File: config.mk
export PLATFORM = sky130hd
export DESIGN_NAME = cbr_regs
export DESIGN_NICKNAME = d
export VERILOG_FILES = /design/src/rtl/cbr_pkg.sv /design/src/rtl/cbr_pair_ctl.sv /design/src/rtl/cbr_regs.sv /design/src/rtl/cbr_sync2.sv
export SDC_FILE = /design/constraint.sdc
export NUM_CORES = 1
export LEC_CHECK = 0
export BUFFER_PORTS_ARGS = -buffer_cell sky130_fd_sc_hd__buf_2
export CAP_MARGIN = 20
export CORE_UTILIZATION = 62
export DETAILED_ROUTE_END_ITERATION = 16
export PLACE_DENSITY = 0.84
export SKIP_LAST_GASP = 1
export SLEW_MARGIN = 20
export SYNTH_ARGS = -nofsm -noshare
export SYNTH_HDL_FRONTEND = slang
export SYNTH_SLANG_ARGS = --single-unit
File: constraint.sdc
create_clock -name ref_clk -period 7.4 [get_ports ref_clk]
set_input_delay 1.11 -clock ref_clk [delete_from_list [all_inputs] [get_ports ref_clk]]
set_output_delay 1.11 -clock ref_clk [all_outputs]
set_load 0.01 [all_outputs]
File: src/rtl/cbr_pkg.sv
// Shared constants for the clock buffer configuration register bank
package cbr_pkg;
  // Byte addresses held by this bank
  localparam logic [7:0] ADDR_EDGE_RATE = 8'h03;
  localparam logic [7:0] ADDR_RSVD_ONES = 8'h04;
  localparam logic [7:0] ADDR_REV_VENDOR = 8'h05;
  localparam logic [7:0] ADDR_CLASS_PART = 8'h06;
  localparam logic [7:0] ADDR_READBACK_LEN = 8'h07;
  localparam logic [7:0] ADDR_RSVD_EIGHT = 8'h08;
  localparam logic [7:0] ADDR_RSVD_NINE = 8'h09;
  localparam logic [7:0] ADDR_PD_RETAIN = 8'h0A;
  localparam logic [7:0] ADDR_IMP_LEVEL = 8'h0B;
  localparam logic [7:0] ADDR_IMP_LOW = 8'h0C;

  // Field positions
  localparam int EDGE6_BIT = 0;
  localparam int RETAIN_BIT = 6;
  localparam int LEN_MSB = 4;
  localparam int LEVEL_MSB = 1;
  localparam int IMP6_LSB = 6;
  localparam int IMP2_LSB = 6;
  localparam int IMP1_LSB = 4;
  localparam int IMP0_LSB = 0;

  // Reset values and fixed read patterns
  localparam logic EDGE6_RESET = 1'b1;
  localparam logic RETAIN_RESET = 1'b1;
  localparam logic [4:0] LEN_RESET = 5'h08;
  localparam logic [1:0] LEVEL_RESET = 2'h0;
  localparam logic [7:0] EDGE_FIXED = 8'h04;
  localparam logic [7:0] RSVD_ONES_VALUE = 8'hFF;
  localparam logic [7:0] PD_FIXED = 8'h80;
  localparam logic [7:0] UNMAPPED_VALUE = 8'h00;

  // Impedance field codes
  localparam logic [1:0] IMP_33 = 2'h0;
  localparam logic [1:0] IMP_85 = 2'h1;
  localparam logic [1:0] IMP_100 = 2'h2;

  // Disabled output level codes
  localparam logic [1:0] LVL_LOW_LOW = 2'h0;
  localparam logic [1:0] LVL_HIZ = 2'h1;
  localparam logic [1:0] LVL_HIGH_LOW = 2'h2;
  localparam logic [1:0] LVL_LOW_HIGH = 2'h3;

  // Identification codes (values arbitrary)
  localparam logic [3:0] REVISION_CODE = 4'h3;
  localparam logic [3:0] VENDOR_CODE = 4'hA;
  localparam logic [1:0] CLASS_CODE = 2'h2;
  localparam logic [5:0] PART_CODE = 6'h15;

  localparam int NUM_PAIRS = 7;
  localparam logic [2:0] LAST_BIT = 3'h7;

  typedef enum logic [2:0] {ST_IDLE, ST_RX, ST_RX_ACK, ST_TX, ST_TX_ACK} cbr_state_t;
  typedef enum logic [1:0] {RL_ADDR, RL_INDEX, RL_WCOUNT, RL_WDATA} cbr_role_t;
endpackage

File: src/rtl/cbr_pair_ctl.sv
// Drive control of one differential clock output pair
`timescale 1ns/1ns
module cbr_pair_ctl
  import cbr_pkg::*;
(
  input wire logic clk,
  input wire logic rst_n,
  input wire logic enable,
  input wire logic [1:0] disabled_output_level,
  output logic pass,
  output logic true_lvl,
  output logic comp_lvl,
  output logic hiz
);
  // Disabled pair takes the programmed static level
  always_ff @(posedge clk or negedge rst_n) begin
    if (!rst_n) begin
      pass <= 1'b0;
      true_lvl <= 1'b0;
      comp_lvl <= 1'b0;
      hiz <= 1'b0;
    end else begin
      pass <= enable;
      hiz <= !enable && (disabled_output_level == LVL_HIZ);
      case (disabled_output_level)
        LVL_HIGH_LOW: begin
          true_lvl <= 1'b1;
          comp_lvl <= 1'b0;
        end
        LVL_LOW_HIGH: begin
          true_lvl <= 1'b0;
          comp_lvl <= 1'b1;
        end
        default: begin
          true_lvl <= 1'b0;
          comp_lvl <= 1'b0;
        end
      endcase
    end
  end
endmodule

File: src/rtl/cbr_regs.sv
// Serial-bus slave and configuration register bank, bytes 3 to 12
`timescale 1ns/1ns
// Summary of operation
// Byte 3 bit 0: output six edge rate
// Byte 4 always reads all ones
// Byte 5: fixed revision and vendor codes
// Byte 6: fixed class and part codes
// Byte 7: read-back length, resets to eight
// Bytes 8 and 9 have no function
// Byte 10 bit 6: keep config in power-down
// Byte 11 bits 1:0: disabled output level
// Two-bit impedance fields for outputs 0, 1, 2 and 6
// Impedance reset value set by variant
// Fixed reserved bits in bytes 3, 10
// Disabled output takes programmed level
// Block read sends count then data
// Read-only and reserved writes are ignored
module cbr_regs
  import cbr_pkg::*;
#(
  parameter logic [1:0] IMP_DEFAULT = IMP_100
) (
  input wire logic ref_clk,
  input wire logic resetn,
  input wire logic scl_i,
  input wire logic sda_i,
  output logic sda_o,
  output logic sda_oe,
  input wire logic [6:0] slave_addr,
  input wire logic pwrgd_pd_n,
  input wire logic [NUM_PAIRS-1:0] output_enable,
  output logic output6_edge_rate_select,
  output logic [4:0] readback_length_field,
  output logic powerdown_config_retain,
  output logic [1:0] disabled_output_level,
  output logic [1:0] output6_drive_impedance,
  output logic [1:0] output2_drive_impedance,
  output logic [1:0] output1_drive_impedance,
  output logic [1:0] output0_drive_impedance,
  output logic [NUM_PAIRS-1:0] clock_output_pair_pass,
  output logic [NUM_PAIRS-1:0] clock_output_pair_true,
  output logic [NUM_PAIRS-1:0] clock_output_pair_comp,
  output logic [NUM_PAIRS-1:0] clock_output_pair_hiz
);
  logic rst_meta;
  logic rst_n;
  logic scl_s;
  logic sda_s;
  logic pd_n_s;
  logic scl_d;
  logic sda_d;
  logic pd_n_d;
  logic scl_rise;
  logic scl_fall;
  logic bus_start;
  logic bus_stop;
  logic pd_enter;
  logic [6:0] addr_s;
  logic [1:0] addr_settle;
  logic [6:0] own_addr;
  logic addr_taken;
  cbr_state_t state;
  cbr_role_t role;
  logic [7:0] shreg;
  logic [2:0] bitcnt;
  logic ack_byte;
  logic read_dir;
  logic byte_done;
  logic [7:0] index;
  logic wr_en;
  logic [7:0] wr_data;
  logic [7:0] rd_data;

  // Reset release through two flops
  always_ff @(posedge ref_clk or negedge resetn) begin
    if (!resetn) begin
      rst_meta <= 1'b0;
      rst_n <= 1'b0;
    end else begin
      rst_meta <= 1'b1;
      rst_n <= rst_meta;
    end
  end

  // Idle-high start values keep reset release free of false bus edges
  cbr_sync2 #(.WIDTH(3), .INIT(3'h7)) u_pin_sync (
    .clk(ref_clk),
    .rst_n(rst_n),
    .d({scl_i, sda_i, pwrgd_pd_n}),
    .q({scl_s, sda_s, pd_n_s})
  );

  always_ff @(posedge ref_clk or negedge rst_n) begin
    if (!rst_n) begin
      scl_d <= 1'b1;
      sda_d <= 1'b1;
      pd_n_d <= 1'b1;
    end else begin
      scl_d <= scl_s;
      sda_d <= sda_s;
      pd_n_d <= pd_n_s;
    end
  end

  assign scl_rise = scl_s && !scl_d;
  assign scl_fall = !scl_s && scl_d;
  assign bus_start = scl_s && scl_d && sda_d && !sda_s;
  assign bus_stop = scl_s && scl_d && !sda_d && sda_s;
  assign pd_enter = pd_n_d && !pd_n_s;
  // Ninth bus clock begins with eight bits gathered
  assign byte_done = scl_fall && bitcnt == 3'h0 && ack_byte;

  // Address strap is a pin too; caught once, after its synchroniser has filled
  cbr_sync2 #(.WIDTH(7), .INIT(7'h00)) u_addr_sync (
    .clk(ref_clk),
    .rst_n(rst_n),
    .d(slave_addr),
    .q(addr_s)
  );

  always_ff @(posedge ref_clk or negedge rst_n) begin
    if (!rst_n) begin
      own_addr <= 7'h00;
      addr_taken <= 1'b0;
      addr_settle <= 2'h0;
    end else if (!addr_taken) begin
      addr_settle <= {addr_settle[0], 1'b1};
      if (addr_settle[1]) begin
        own_addr <= addr_s;
        addr_taken <= 1'b1;
      end
    end
  end

  // Read data of the addressed byte
  always_comb begin
    case (index)
      ADDR_EDGE_RATE: rd_data = EDGE_FIXED | {7'h00, output6_edge_rate_select};
      ADDR_RSVD_ONES: rd_data = RSVD_ONES_VALUE;
      ADDR_REV_VENDOR: rd_data = {REVISION_CODE, VENDOR_CODE};
      ADDR_CLASS_PART: rd_data = {CLASS_CODE, PART_CODE};
      ADDR_READBACK_LEN: rd_data = {3'h0, readback_length_field};
      ADDR_RSVD_EIGHT: rd_data = UNMAPPED_VALUE;
      ADDR_RSVD_NINE: rd_data = UNMAPPED_VALUE;
      ADDR_PD_RETAIN: rd_data = PD_FIXED | {1'b0, powerdown_config_retain, 6'h00};
      ADDR_IMP_LEVEL: rd_data = {output6_drive_impedance, 4'h0, disabled_output_level};
      ADDR_IMP_LOW: rd_data = {output2_drive_impedance, output1_drive_impedance, 2'h0,
                               output0_drive_impedance};
      // Bytes outside this bank read as zero
      default: rd_data = UNMAPPED_VALUE;
    endcase
  end

  // Bus protocol sequencing
  always_ff @(posedge ref_clk or negedge rst_n) begin
    if (!rst_n) begin
      state <= ST_IDLE;
      role <= RL_ADDR;
      shreg <= 8'h00;
      bitcnt <= 3'h0;
      ack_byte <= 1'b0;
      read_dir <= 1'b0;
      index <= 8'h00;
      wr_en <= 1'b0;
      wr_data <= 8'h00;
      sda_oe <= 1'b0;
    end else begin
      wr_en <= 1'b0;
      if (bus_stop) begin
        state <= ST_IDLE;
        sda_oe <= 1'b0;
      end else if (bus_start) begin
        state <= ST_RX;
        role <= RL_ADDR;
        bitcnt <= 3'h0;
        sda_oe <= 1'b0;
      end else begin
        case (state)
          ST_RX: begin
            if (scl_rise) begin
              shreg <= {shreg[6:0], sda_s};
              bitcnt <= bitcnt + 3'h1;
            end
            // A fall with no byte gathered, such as the one after a start, is no ack slot
            if (byte_done && shreg_full(shreg, role, own_addr)) begin
              state <= ST_RX_ACK;
              sda_oe <= 1'b1;
              case (role)
                RL_ADDR: begin
                  read_dir <= shreg[0];
                  role <= RL_INDEX;
                end
                RL_INDEX: begin
                  index <= shreg;
                  role <= RL_WCOUNT;
                end
                RL_WCOUNT: begin
                  // Byte count is acked but not enforced
                  role <= RL_WDATA;
                end
                RL_WDATA: begin
                  wr_en <= 1'b1;
                  wr_data <= shreg;
                end
                default: role <= RL_ADDR;
              endcase
            end else if (byte_done) begin
              state <= ST_IDLE;
            end
            if (scl_rise && bitcnt == LAST_BIT) begin
              ack_byte <= 1'b1;
            end
          end
          ST_RX_ACK: begin
            ack_byte <= 1'b0;
            if (scl_fall) begin
              if (read_dir && role == RL_INDEX) begin
                // Block read opens with the byte count
                state <= ST_TX;
                shreg <= {3'h0, readback_length_field};
                sda_oe <= ({3'h0, readback_length_field} & 8'h80) == 8'h00;
                bitcnt <= 3'h0;
                role <= RL_ADDR;
              end else begin
                state <= ST_RX;
                sda_oe <= 1'b0;
                bitcnt <= 3'h0;
              end
            end
          end
          ST_TX: begin
            // Next bit leaves on each bus clock fall; the ninth clock is the host's
            if (scl_fall) begin
              if (bitcnt == LAST_BIT) begin
                state <= ST_TX_ACK;
                sda_oe <= 1'b0;
                bitcnt <= 3'h0;
              end else begin
                shreg <= {shreg[6:0], 1'b0};
                sda_oe <= !shreg[6];
                bitcnt <= bitcnt + 3'h1;
              end
            end
          end
          ST_TX_ACK: begin
            if (scl_rise) begin
              // Host not-acknowledge ends the block read
              ack_byte <= !sda_s;
            end else if (scl_fall) begin
              if (ack_byte) begin
                state <= ST_TX;
                shreg <= rd_data;
                sda_oe <= !rd_data[7];
                // Step past the byte just loaded so the next ack fetches the following one
                index <= index + 8'h01;
              end else begin
                state <= ST_IDLE;
              end
              ack_byte <= 1'b0;
            end
          end
          default: begin
            sda_oe <= 1'b0;
            ack_byte <= 1'b0;
          end
        endcase
      end
      if (wr_en) begin
        index <= index + 8'h01;
      end
    end
  end

  // Address byte must match; other bytes are always taken
  function automatic logic shreg_full(input logic [7:0] b, input cbr_role_t r, input logic [6:0] a);
    shreg_full = (r != RL_ADDR) || (b[7:1] == a);
  endfunction

  // Open-drain data line only ever pulls low
  always_ff @(posedge ref_clk or negedge rst_n) begin
    if (!rst_n) begin
      sda_o <= 1'b0;
    end else begin
      sda_o <= 1'b0;
    end
  end

  // Writable fields; unmapped, read-only and reserved bits drop writes
  always_ff @(posedge ref_clk or negedge rst_n) begin
    if (!rst_n) begin
      output6_edge_rate_select <= EDGE6_RESET;
      readback_length_field <= LEN_RESET;
      powerdown_config_retain <= RETAIN_RESET;
      disabled_output_level <= LEVEL_RESET;
      output6_drive_impedance <= IMP_DEFAULT;
      output2_drive_impedance <= IMP_DEFAULT;
      output1_drive_impedance <= IMP_DEFAULT;
      output0_drive_impedance <= IMP_DEFAULT;
    end else if (pd_enter && !powerdown_config_retain) begin
      // The retain bit itself returns to its reset value too
      output6_edge_rate_select <= EDGE6_RESET;
      readback_length_field <= LEN_RESET;
      powerdown_config_retain <= RETAIN_RESET;
      disabled_output_level <= LEVEL_RESET;
      output6_drive_impedance <= IMP_DEFAULT;
      output2_drive_impedance <= IMP_DEFAULT;
      output1_drive_impedance <= IMP_DEFAULT;
      output0_drive_impedance <= IMP_DEFAULT;
    end else if (wr_en) begin
      case (index)
        ADDR_EDGE_RATE: output6_edge_rate_select <= wr_data[EDGE6_BIT];
        ADDR_READBACK_LEN: readback_length_field <= wr_data[LEN_MSB:0];
        ADDR_PD_RETAIN: powerdown_config_retain <= wr_data[RETAIN_BIT];
        ADDR_IMP_LEVEL: begin
          disabled_output_level <= wr_data[LEVEL_MSB:0];
          output6_drive_impedance <= wr_data[IMP6_LSB+:2];
        end
        ADDR_IMP_LOW: begin
          output2_drive_impedance <= wr_data[IMP2_LSB+:2];
          output1_drive_impedance <= wr_data[IMP1_LSB+:2];
          output0_drive_impedance <= wr_data[IMP0_LSB+:2];
        end
        default: begin
          output6_edge_rate_select <= output6_edge_rate_select;
        end
      endcase
    end
  end

  // One drive controller per output pair
  for (genvar p = 0; p < NUM_PAIRS; p++) begin : g_pair
    cbr_pair_ctl u_pair (
      .clk(ref_clk),
      .rst_n(rst_n),
      .enable(output_enable[p]),
      .disabled_output_level(disabled_output_level),
      .pass(clock_output_pair_pass[p]),
      .true_lvl(clock_output_pair_true[p]),
      .comp_lvl(clock_output_pair_comp[p]),
      .hiz(clock_output_pair_hiz[p])
    );
  end
endmodule

File: src/rtl/cbr_sync2.sv
// Two-flop synchroniser for asynchronous inputs
`timescale 1ns/1ns
module cbr_sync2 #(
  parameter int WIDTH = 1,
  parameter logic [WIDTH-1:0] INIT = '1
) (
  input wire logic clk,
  input wire logic rst_n,
  input wire logic [WIDTH-1:0] d,
  output logic [WIDTH-1:0] q
);
  logic [WIDTH-1:0] meta;

  always_ff @(posedge clk or negedge rst_n) begin
    if (!rst_n) begin
      meta <= INIT;
      q <= INIT;
    end else begin
      meta <= d;
      q <= meta;
    end
  end
endmodule

* Yosys cells after proc, flatten, opt, wreduce, memory -nomap -nowiden
Cells that the tools add are included.
Word-level totals: logic and storage cells 260, output and inout bits 47, input port bits 19, bits in registers 104
Cells by class: $add $sub $neg 2, eq/ne operators 51, reductions and logical operators 66, muxes and demuxes 91, bitwise logic cells 4
Operator list (number):
- 8-bit two-way mux | 16
- 8-bit case mux with 8 select lines | 1
- 2-bit two-way mux | 21
- 3-bit two-way mux | 14
- 3-bit inequality test (second input constant) | 11
- 8-bit by 3-bit == test with 1-bit output (second input constant) | 4
- 8-bit case mux with 4 select lines | 1
- 1-bit two-way mux | 28
- 4-bit inequality test (second input constant) | 7
- 8-bit by 4-bit == test with 1-bit output (second input constant) | 3
- 1-bit logical AND | 21
- 5-bit AND reduction | 4
- 2-bit inequality test (second input constant) | 9
- 8-bit case mux with 2 select lines | 1
- 1-bit logical NOT | 15
- 5-bit two-way mux | 3
- 2-bit nonzero test | 7
- 3-bit case mux with 4 select lines | 1
- 2-bit AND reduction | 6
- 6-bit AND reduction | 2
- 11-bit AND reduction | 1
- 3-bit case mux with 3 select lines | 1
- 8-bit by 1-bit adder with 8-bit output (second input constant) | 1
- 2-bit == test (second input constant) | 4
- 23 further kinds | 32

* Longest topological paths before layout
Gate-level depths: netlist (run 1).
depth after elaboration 10, gate-level depth with buffers 9, gate-level depth less buffers 8

* By module
A second synthesis (run 1) with hierarchy kept.
Second synthesis, totals: cell total of the unflattened synthesis 485, area, all modules 5406.4 um^2
By module, submodules not included:
- cbr_regs | area an instance 3996.3 um^2, times used 1, cells an instance 416
- cbr_pair_ctl | area an instance 128.9 um^2, times used 7, cells an instance 7
- cbr_sync2 (u_addr_sync) | area an instance 350.3 um^2, times used 1, cells an instance 14
- cbr_sync2 (u_pin_sync) | area an instance 157.7 um^2, times used 1, cells an instance 6

* Worst setup path after synthesis (run 1)
Ideal clock, no wire load.
kind register -> register, from register scl_d, to register wr_data[0], cell stages (with the launch flop) 7, clock period less this slack 2.245 ns, setup slack 5.155 ns, buffers on the path 0, arrival 2.120 ns, library setup time 0.125 ns, cell sequence dfstp_2 -> ha_1 -> nand4b_1 -> nor4_1 -> o2bb2ai_1 -> nand4_1 -> mux2_2
On the way: cells in the longest elaborated chain, start to end 5, elaborated cells between the ends (all ways) 12
Ends and longest elaborated chain:
- start, declared | line cbr_regs.sv:50 | logic scl_d;
- start signal, assigned | line cbr_regs.sv:99 | scl_d <= scl_s;
- 1-bit logical AND (on tied branches) | line cbr_regs.sv:106, cbr_regs.sv:107, cbr_regs.sv:108
- 1-bit logical AND (on tied branches) (2 in series) | line cbr_regs.sv:111, cbr_regs.sv:107, cbr_regs.sv:108
- 1-bit logical AND or 1-bit inverter (tied branches)
- 5-bit AND reduction (no source line) *
- end signal, assigned | line cbr_regs.sv:203 | wr_data <= shreg;
- end, declared | line cbr_regs.sv:71 | logic [7:0] wr_data;
Every way passes the cells marked *; elsewhere a longest branch is shown, timed or not. A chain may end at the register's enable or synchronous reset.

* Worst setup path in the final report (run 1)
from register scl_d, to register index[5]
On the way: cells in the longest elaborated chain, start to end 6, elaborated cells between the ends (all ways) 17
Ends and longest elaborated chain:
- 1-bit logical AND | line cbr_regs.sv:106 | assign scl_fall = !scl_s && scl_d;
- 1-bit logical AND (2 in series) | line cbr_regs.sv:111 | assign byte_done = scl_fall && bitcnt == 3'h0 && ack_byte;
- 1-bit logical AND | line cbr_regs.sv:185 | if (byte_done && shreg_full(shreg, role, own_addr)) begin
- 3-bit inequality test (no source line)
- 8-bit AND reduction (no source line) *
- end signal, assigned | line cbr_regs.sv:194 | index <= shreg;
- end signal, assigned | line cbr_regs.sv:255 | index <= index + 8'h01;
- end signal, assigned | line cbr_regs.sv:269 | index <= index + 8'h01;
- end, declared | line cbr_regs.sv:69 | logic [7:0] index;
Marked as above.

==> impl_results.md, run 1 <==
- Synth-to-Final Area Change: 7.774%
- Status: finished clean
- Clock transition at the registers of the reported paths: 0.11 ns
- Total Routing Usage GR: 27.20%
- Cells after synthesis: 476
- Worst path max stage delay: 0.56 ns
- End-of-flow core utilization: 69.76%
- Synth async-reset ratio: 100.0%
- Hold_buf cts: 0
- Worst-path fanout max: 12
- HPWL after DPL: 7.611 mm
- Pleak: 0.002660 uW
- Synth Area per Inst: 10.62 um2
- Most frequent cell after synthesis: dfrtp_1
- Pre-CTS setup slack: 4.731 ns
- Starting Density: 64.73%
- YS warnings: 0
- Top_reg_cell synth: dfrtp_1
- I/O Buffers: 64
- Storage cell area: 2626 um2
- Final Hold Fails: 0
- Max_slew headroom: 34.64%
- CTS Sinks: 104
- Slowest cell on the critical path: dfstp_2
- CP Class: reg2reg
- Worst path required time: 7.65 ns
- Die span in x: 92.28 um
- Max Fclk: 0.3660 GHz
- Sequential fraction of the synthesis area: 51.89%
- DR iter-0 viols: 468
- Area of the multi-input gates: 2072 um2
- Via count: 3663
- Dpl cells: 595
- HP Class: reg2async
- Fin Clk Skew: 0.01608 ns
- Largest cells by area after synthesis: dfrtp_1 (44%), dfstp_2 (8.3%), mux2i_1 (4.8%)
- CTS tree: done
- CTS resizes: 0
- FILL cells: 582
- Critical Path AT: 2.98 ns
- I/O pin count: 66
- Via density per instance: 5.995
- CTS H-tree lvls: 3
- Die Y: 92.28 um
- Layout cells sized above 1: 24.75%
- Cell taking the most area after synthesis: dfrtp_1
- Crit-path cells: ha_1 -> nand4b_1 -> nor4_1 -> a21o_1 -> and3_1 -> o21ai_0 -> o311a_1
- Final Max Slew Viols: 0
- Final Critical Period: 2.732 ns
- First-pass GRT wire length: 17.80 mm
- Worst VDD drop: 208.6 uV
- DRC Markers: 0
- Total Wirelength: 10.66 mm
- Antenna violations before repair: 0
- Flops & latches, synth: 104
- Mapped cell area: 5054 um2
- Total CTS buffers: 9
- Largest net degree at the start of global routing: 91
- Antenna-violating nets left: 0
- Nets: 537
- Crit path buf inv count: 0
- Crit share post-route: 36.92%
- Non-filler cells, final: 611
- DR pass1 iterations: 7
- CP startpoint kind: register
- Die footprint: 8516 um2
- Synth top cells by count: dfrtp_1 (88), nor2_1 (44), nand2_1 (34), buf_4 (29), mux2i_1 (24)
- Site Rows: 32
- Setup bufs post-CTS: 0
- Pwr Density: 303.6 nW/um2
- Vias in the first global route: 3586
- Worst-case clock buffer depth: 2
- Post-synth top area share: 43.58%
- Congestion Overflow GR: 0
- Library cells used by synthesis: 59
- Setup TNS: 0 ns
- Post-synth EDFFs: 0
- Pwr Total: 1653 uW
- Avg WL per Cell: 17.45 um
- Final worst-path setup slack: 4.668 ns
- Root Driver: clkbuf_8
- Net Count, Synth: 509
- Worst Tran Pin Value: 0.9761 ns
- Element type at the critical path end: register
- Setup-failing EPs final: 0
- Max-cap violations: 0
- Delay-heaviest family, CP: simple AND/OR/NAND/NOR gates
- RSZ-0062 raised after global routing: no
- Gpl congestion: 0.9948
- CORE AREA: 7807 um2
- Later-pin clock latency in the skew report: 0.38 ns
- Antenna diodes: 0
==> path summary, 6_finish.rpt <==
check	start	endpoint	slack, ns	depth (start not counted)
max	scl_d$_DFF_PN1_	index[5]$_DFFE_PN0P_	4.67	7
max reg2reg	scl_d$_DFF_PN1_	index[5]$_DFFE_PN0P_	4.67	7
max in group asynchronous	rst_n$_DFF_PN0_	shreg[6]$_DFFE_PN0P_	6.24	1
min reg2reg	rst_n$_DFF_PN0_	g_pair[3].u_pair.hiz$_DFF_PN0_	0.16	0
min in group ref_clk	u_addr_sync.meta[0]$_DFF_PN0_	u_addr_sync.q[0]$_DFF_PN0_	0.36	0
min	rst_n$_DFF_PN0_	g_pair[3].u_pair.hiz$_DFF_PN0_	0.16	0
==> layout make-up <==
class / count / share of cell area [%]
Sequential cell: 104 / 48.22
Multi-Input combinational cell: 306 / 38.04
Timing Repair Buffer: 65 / 6.088
Tap cell: 102 / 2.343
Clock buffer: 9 / 2.274
Clock inverter: 7 / 1.792
Inverter: 18 / 1.241
==> cell usage in the layout (no fill, tap or decap), types with 8 or more instances in the layout <==
cell / count
a21oi_1: 18
a31oi_1: 8
buf_2: 64
clkbuf_8: 9
dfrtp_1: 87
dfstp_2: 16
ha_1: 14
inv_1: 18
mux2_2: 21
mux2i_1: 24
nand2_1: 34
nand2b_1: 9
nand3_1: 8
nor2_1: 44
nor2b_1: 10
nor3_1: 12
o21ai_0: 16
xor2_1: 8
==> cell families (layout without fill, tap and decap cells) <==
kind of cell | Yosys count | after routing | synth area share [%]
AND/OR/NAND/NOR | 147 | 147 | 14.43
XOR/XNOR | 8 | 8 | 1.387
buffers and inverters | 66 | 99 | 7.106
AO/OA/AOI/OAI | 90 | 90 | 12.13
multiplexers | 45 | 45 | 9.433
other | 2 | 2 | 0.1486
adder cells (fa/ha/maj) | 14 | 14 | 3.466
flip-flops | 104 | 104 | 51.89
==> where the power goes <==
| group | internal, uW | total (uW) | switching, uW |
|---|---|---|---|
| Combinational | 207 | 477 | 269 |
| Sequential | 656 | 796 | 140 |
| Clock | 166 | 380 | 214 |
| Total | 1030 | 1650 | 624 |
==> worst reg2reg max path, delay by kind of cell (launching register included) <==
kind / cells / cell delay (ns)
AND/OR/NAND/NOR: 3 / 1.20
AO/OA/AOI/OAI: 3 / 0.63
adder cells (fa/ha/maj): 1 / 0.24
flip-flops: 1 / 0.56
==> sequential cells by signal, summed over array words and instances (netlist names), 5 cells and up <==
name	count
index	8
g_pair.u_pair.pass	7
readback_length_field	5
wr_data	8
g_pair.u_pair.hiz	7
shreg	8
own_addr	7
u_addr_sync.meta	7
u_addr_sync.q	7
==> stage by stage <==
step	instance area [um2]	hold WS, ns
floorplan	5054	0.3312
global placement	5221	0.1545
detailed placement	5221	0.1579
CTS	5443	0.1557
global route	5446	0.1766
finish	5446	0.1560
==> metal layers <==
metal,wire (um),vias up,global-route usage (%)
li1,-,1695,-
met1,4655,1788,38.17
met2,5148,161,42.66
met3,680,19,6.053
met4,179,0,8.073
met5,0,-,0
Note: power is estimated with default switching activity, not from simulation.
==> run 2: changes to the inputs <==
--- a/config.mk
+++ b/config.mk
@@ -7,9 +7,9 @@
 export LEC_CHECK = 0
 export BUFFER_PORTS_ARGS = -buffer_cell sky130_fd_sc_hd__buf_2
 export CAP_MARGIN = 20
-export CORE_UTILIZATION = 62
+export CORE_UTILIZATION = 52
 export DETAILED_ROUTE_END_ITERATION = 16
-export PLACE_DENSITY = 0.84
+export PLACE_DENSITY = 0.75
 export SKIP_LAST_GASP = 1
 export SLEW_MARGIN = 20
 export SYNTH_ARGS = -nofsm -noshare
==> constraint.sdc (replaced) <==
create_clock -name ref_clk -period 2.5 [get_ports ref_clk]
set_input_delay 0.375 -clock ref_clk [delete_from_list [all_inputs] [get_ports ref_clk]]
set_output_delay 0.375 -clock ref_clk [all_outputs]
set_load 0.01 [all_outputs]
==> run 2 against run 1 <==
Net effect: combinational power grew to 3.3 times the previous value; first-iteration DRC count shrank 25%; hold slack lost 0.064 ns; via count grew 1.0%; fmax up 19%.
==> impl_results.md, run 2 (synthesized netlist as in run 1, its figures left out) <==
- Total CTS buffers: 9
- Max_slew headroom: 51.01%
- DR pass1 iterations: 5
- Setup bufs post-CTS: 0
- Synth-to-Final Area Change: 11.59%
- Crit-path cells: or4_1 -> nor3b_4 -> or3b_1 -> a21oi_2 -> a222oi_1 -> o21ai_1
- Max-cap violations: 0
- Die footprint: 10120 um2
- CTS H-tree lvls: 3
- Final Max Slew Viols: 0
- Final Critical Period: 2.298 ns
- Post-DP Area: 5400 um2
- Worst path max stage delay: 0.62 ns
- Pleak: 0.002744 uW
- I/O pin count: 66
- Routing usage on met2: 38.67%
- Final Hold Fails: 0
- Congestion Overflow GR: 0
- GRT Max-Usage Layer: met2
- Worst Tran Pin Value: 0.7282 ns
- Fin Clk Skew: 0.01107 ns
- Delay-heaviest family, CP: simple AND/OR/NAND/NOR gates
- Die Y: 100.6 um
- Layout cells sized above 1: 27.38%
- Setup TNS: 0 ns
- Antenna-violating nets left: 0
- Worst Hold Endpoint: u_pin_sync.meta[2]$_DFF_PN1_
- Starting Density: 54.18%
- Storage cell area: 2626 um2
- Worst r2r src: index[5]$_DFFE_PN0P_
- Total Routing Usage GR: 22.92%
- Largest regs: index (8), shreg (8), wr_data (8)
- HP Start: scl_i
- Max Fclk: 0.4352 GHz
- Worst VDD drop: 449.2 uV
- Commonest non-fill, non-tap cells in the layout: dfrtp_1 (87), buf_2 (64), nor2_1 (44), nand2_1 (34), mux2i_1 (24)
- Crit path buf inv count: 0
- Via density per instance: 5.649
- Met1 GRT Util: 30.80%
- CTS Sinks: 104
- DR iter-0 viols: 352
- R2R cell count: 6
- Later-pin clock latency in the skew report: 0.37 ns
- Worst-path fanout max: 6
- CP Class: reg2reg
- Setup-failing EPs final: 0
- Nets: 554
- Fin area: 5639 um2
- Site Rows: 35
- Avg WL per Cell: 16.79 um
- Via count: 3700
- FF-to-FF End: shreg[3]$_DFFE_PN0P_
- I/O Buffers: 64
- GR met3 Demand/Resource: 3.467%
- Root Driver: clkbuf_8
- CP startpoint kind: register
- Gpl congestion: 0.9907
- Area of the multi-input gates: 2096 um2
- Most common cell after layout, fill and taps aside: dfrtp_1
- DRC Markers: 0
- Crit share post-route: 91.91%
- Worst-case clock buffer depth: 2
- CORE AREA: 9328 um2
- FILL cells: 752
- HPWL after DPL: 8.004 mm
- Pwr Density: 882.0 nW/um2
- Largest net degree at the start of global routing: 53
- Total Wirelength: 11.00 mm
- Element type at the critical path end: register
- Critical Path AT: 2.58 ns
- Vias in the first global route: 3595
- R2R setup slack: 0.20 ns
- Status: finished clean
- RSZ-0062 raised after global routing: no
- Die span in x: 100.6 um
- Slowest cell on the critical path: or4_1
- Antenna violations before repair: 0
- Antenna diodes: 0
- Worst path required time: 2.79 ns
- CTS tree: done
- Hold Path Stages: 1
- First-pass GRT wire length: 17.82 mm
- HP Class: in2reg
- Clock transition at the registers of the reported paths: 0.10 ns
==> run 2: timing repair <==
action / CTS / global route
hold buffers: 1 / 0
resized for setup: 0 / 4
endpoints found under the setup margin: 0 / 18
hold endpoints to repair: 2 / 0
==> run 2: how the worst max path moves through the flow <==
stage | start | to | slack [ns] | depth (start not counted)
CTS | scl_d$_DFF_PN1_ | index[6]$_DFFE_PN0P_ | 0.11 | 8
global route | scl_d$_DFF_PN1_ | shreg[3]$_DFFE_PN0P_ | 0.05 | 9
detailed placement | scl_d$_DFF_PN1_ | index[6]$_DFFE_PN0P_ | 0.14 | 8
floorplan | scl_d$_DFF_PN1_ | wr_data[0]$_DFFE_PN0P_ | 0.25 | 6
finish | index[5]$_DFFE_PN0P_ | shreg[3]$_DFFE_PN0P_ | 0.20 | 6
global placement | scl_d$_DFF_PN1_ | wr_data[2]$_DFFE_PN0P_ | 0.25 | 7
==> run 2: cell type report <==
cell class / count / area share (%)
sequential: 104 / 46.57
multi-input combinational: 306 / 37.16
timing repair buffer: 82 / 8.564
tap: 129 / 2.862
clock buffer: 10 / 2.263
clock inverter: 6 / 1.376
inverter: 18 / 1.198
==> run 2: power by group <==
group | switching [uW] | internal [uW] | leakage (uW)
sequential | 394 | 1940 | 0.00128
combinational | 856 | 724 | 0.00136
clock | 579 | 479 | 0.000104
total | 1830 | 3140 | 0.00274
==> run 2: per-stage QoR <==
step / utilization, % / hold slack (ns) / instances / worst slack (ns) / power (uW)
CTS: 60.20 / 0.07818 / 655 / 0.1052 / 4966
global placement: 57.89 / 0.1598 / 638 / 0.2464 / 3821
global route: 60.46 / 0.06678 / 655 / 0.04696 / 5260
floorplan: - / 0.07941 / 476 / 0.2550 / 3356
detailed placement: 57.89 / 0.1618 / 638 / 0.1381 / 3896
finish: 60.46 / 0.09222 / 655 / 0.2023 / 4974
==> run 2: metal layers <==
metal / part of all wire (%) / up-vias / wire, um
li1: - / 1723 / -
met1: 43 / 1837 / 4760
met2: 51 / 128 / 5578
met3: 4.7 / 12 / 516
met4: 1.3 / 0 / 142
met5: 0 / - / 0
==> run 3: changes to the inputs <==
--- a/config.mk
+++ b/config.mk
@@ -7,11 +7,12 @@
 export LEC_CHECK = 0
 export BUFFER_PORTS_ARGS = -buffer_cell sky130_fd_sc_hd__buf_2
 export CAP_MARGIN = 20
-export CORE_UTILIZATION = 52
+export CORE_UTILIZATION = 53
 export DETAILED_ROUTE_END_ITERATION = 16
-export PLACE_DENSITY = 0.75
+export PLACE_DENSITY = 0.76
 export SKIP_LAST_GASP = 1
 export SLEW_MARGIN = 20
 export SYNTH_ARGS = -nofsm -noshare
 export SYNTH_HDL_FRONTEND = slang
+export SYNTH_HIERARCHICAL = 1
 export SYNTH_SLANG_ARGS = --single-unit
==> run 3 against run 2 <==
Net effect: setup slack better by 0.0061 ns; count of clock-buffer cells in the layout up 7; sequential share of layout area down 3.2 points; wire length up 20%; area after synthesis up 7.0%; sequential power about the same; design area up 20%; critical path depth up 1; hold slack better by 0.12 ns; sequential cell count up 12.
==> impl_results.md, run 3 <==
- CP startpoint kind: register
- I/O Buffers: 64
- Synth-to-Final Area Change: 24.69%
- Post-synth top area share: 46.29%
- Nets: 619
- Pleak: 0.003229 uW
- Final worst-path setup slack: 0.2084 ns
- Critical Path Start: state[0]$_DFFE_PN0P_
- Top_reg_cell synth: dfrtp_1
- I/O pin count: 66
- Setup bufs post-CTS: 0
- Most frequent cell after synthesis: dfrtp_1
- Via count: 4275
- DR iter-0 viols: 367
- CTS H-tree lvls: 4
- Later-pin clock latency in the skew report: 0.52 ns
- Flops & latches, synth: 116
- Sequential cell fraction of total power: 38.8%
- Worst-path fanout max: 16
- Vias in the first global route: 4175
- Switch Pwr: 2021 uW
- Net Count, Synth: 518
- Critical Path AT: 2.67 ns
- Max-cap violations: 0
- P_int: 3931 uW
- Worst-case clock buffer depth: 2
- Gpl congestion: 0.8898
- DR pass1 iterations: 5
- Storage cell area: 2927 um2
- Setup TNS: 0 ns
- Antenna-violating nets left: 0
- Cell taking the most area after synthesis: dfrtp_1
- Area of the multi-input gates: 2307 um2
- Final Max Slew Viols: 0
- Element type at the critical path end: register
- Root Driver: clkbuf_8
- HP Class: reg2async
- Switch share: 33.96%
- Most common cell after layout, fill and taps aside: dfrtp_1
- CTS tree: done
- Setup-failing EPs final: 0
- Synth async-reset ratio: 100.0%
- Max_slew headroom: 59.85%
- Largest regs: index (8), shreg (8), wr_data (8)
- Synth top cells by count: dfrtp_1 (100), nand2_1 (46), nor2_1 (28), a21oi_1 (26), o21ai_0 (18)
- CP Class: reg2reg
- Commonest non-fill, non-tap cells in the layout: dfrtp_1 (99), buf_2 (64), nand2_1 (46), nor2_1 (28), a21oi_1 (26)
- Worst VDD drop: 712.2 uV
- Max Fclk: 0.4364 GHz
- Mapped cell area: 5406 um2
- Synth Area per Inst: 11.15 um2
- Die span in x: 103 um
- RSZ-0062 raised after global routing: no
- YS warnings: 6
- Final Hold Fails: 0
- Library cells used by synthesis: 68
- First-pass GRT wire length: 21.45 mm
- Final Critical Period: 2.292 ns
- HPWL after DPL: 8.582 mm
- Fin area: 6741 um2
- CTS Sinks: 116
- Antenna diodes: 0
- Crit share post-route: 91.66%
- Clk pwr share: 39.8%
- Worst r2r src: state[0]$_DFFE_PN0P_
- End-of-flow core utilization: 68.65%
- Cells after synthesis: 485
- Avg WL per Cell: 18.10 um
- Die Y: 103 um
- Post-synth EDFFs: 0
- Post-DP Area: 5964 um2
- Via density per instance: 5.840
- Total Wirelength: 13.25 mm
- Total CTS buffers: 17
- Starting Density: 55.06%
- FILL cells: 740
- CORE AREA: 9819 um2
- Pwr Total: 5952 uW
- Largest net degree at the start of global routing: 93
- Sequential fraction of the synthesis area: 54.06%
- Largest cells by area after synthesis: dfrtp_1 (46%), dfstp_2 (7.8%), ha_1 (3.2%)
- Die footprint: 10610 um2
- Site Rows: 36
- Part of the power in combinational logic: 21.5%
- Status: finished clean
- Layout cells sized above 1: 30.72%
- Pre-CTS setup slack: 0.2251 ns
- Fin Clk Skew: 0.007958 ns
- Pwr Density: 882.9 nW/um2
- Worst Tran Pin Value: 0.6023 ns
- Total Routing Usage GR: 27.41%
- Antenna violations before repair: 0
- Congestion Overflow GR: 0
- Worst path required time: 2.88 ns
- Clock transition at the registers of the reported paths: 0.07 ns
- DRC Markers: 0
- R2R cell count: 7
-- run 3: worst max-delay path, stage by stage, from the launching register on --
cell and delay [ns]:
dfrtp_1 0.63, nor2b_1 0.24, buf_4 0.18, nor2_1 0.06, a22oi_2 0.31, o211ai_1 0.15
buf_4 0.21, o31ai_1 0.38
-- run 3: final cells by class --
type | instances | share of cell area (%)
inverters | 18 | 1.002
clock buffers | 17 | 6.143
repair buffers | 104 | 10.06
multi-input cells | 329 | 34.22
clock inverters | 15 | 2.691
flip-flops and latches | 116 | 43.41
well taps | 133 | 2.468
-- run 3: routing by layer --
layer,vias to the layer above,routed length [um],global-route usage [%]
met3,39,1052,7.254
met5,-,0,0
li1,1932,-,-
met2,207,6359,43.79
met1,2097,5500,35.92
met4,0,337,10.62
-- run 3: what timing repair did --
| action | 4_1_cts | 5_1_grt |
|---|---|---|
| endpoints found under the hold margin | 20 | 0 |
| resized for setup | 0 | 1 |
| setup endpoints to repair | 0 | 1 |
| hold buffers | 18 | 0 |
-- run 3: logic make-up (layout without fill, tap and decap cells) --
| group | count (synthesis) | count (layout) | share of synthesized area [%] |
|---|---|---|---|
| fa+ha+maj | 14 | 14 | 3.240 |
| flops | 116 | 116 | 54.06 |
| simple gates | 167 | 167 | 18.19 |
| buf+inv | 40 | 154 | 3.286 |
| compound gates | 103 | 103 | 12.96 |
| mux | 32 | 32 | 6.341 |
| other cells | 2 | 2 | 0.1389 |
| xor+xnor | 11 | 11 | 1.782 |
-- run 3: path summary, 6_finish.rpt --
| path | end | slack [ns] |
|---|---|---|
| max | shreg[4]$_DFFE_PN0P_ | 0.21 |
| min | g_pair[3].u_pair/pass$_DFF_PN0_ | 0.21 |
| max reg2reg | shreg[4]$_DFFE_PN0P_ | 0.21 |
| min reg2reg | g_pair[3].u_pair/pass$_DFF_PN0_ | 0.21 |
| max in group asynchronous | u_pin_sync/meta[0]$_DFF_PN1_ | 1.50 |
| min in group ref_clk | u_addr_sync/q[5]$_DFF_PN0_ | 0.35 |
-- run 3: metrics by stage --
step / hold WS (ns) / instances
floorplan: 0.07941 / 485
global placement: 0.1603 / 682
detailed placement: 0.1614 / 682
CTS: 0.1551 / 732
global route: 0.2294 / 732
finish: 0.2103 / 732
-- run 3: power groups by stage --
stage / clock (uW) / sequential [uW] / combinational [uW]
final: 2370 / 2310 / 1280
after global placement: 0 / 2330 / 1200
after floorplan: 0 / 2260 / 842
after global routing: 2480 / 2330 / 1410
after CTS: 2390 / 2300 / 1260
after detailed placement: 0 / 2330 / 1210
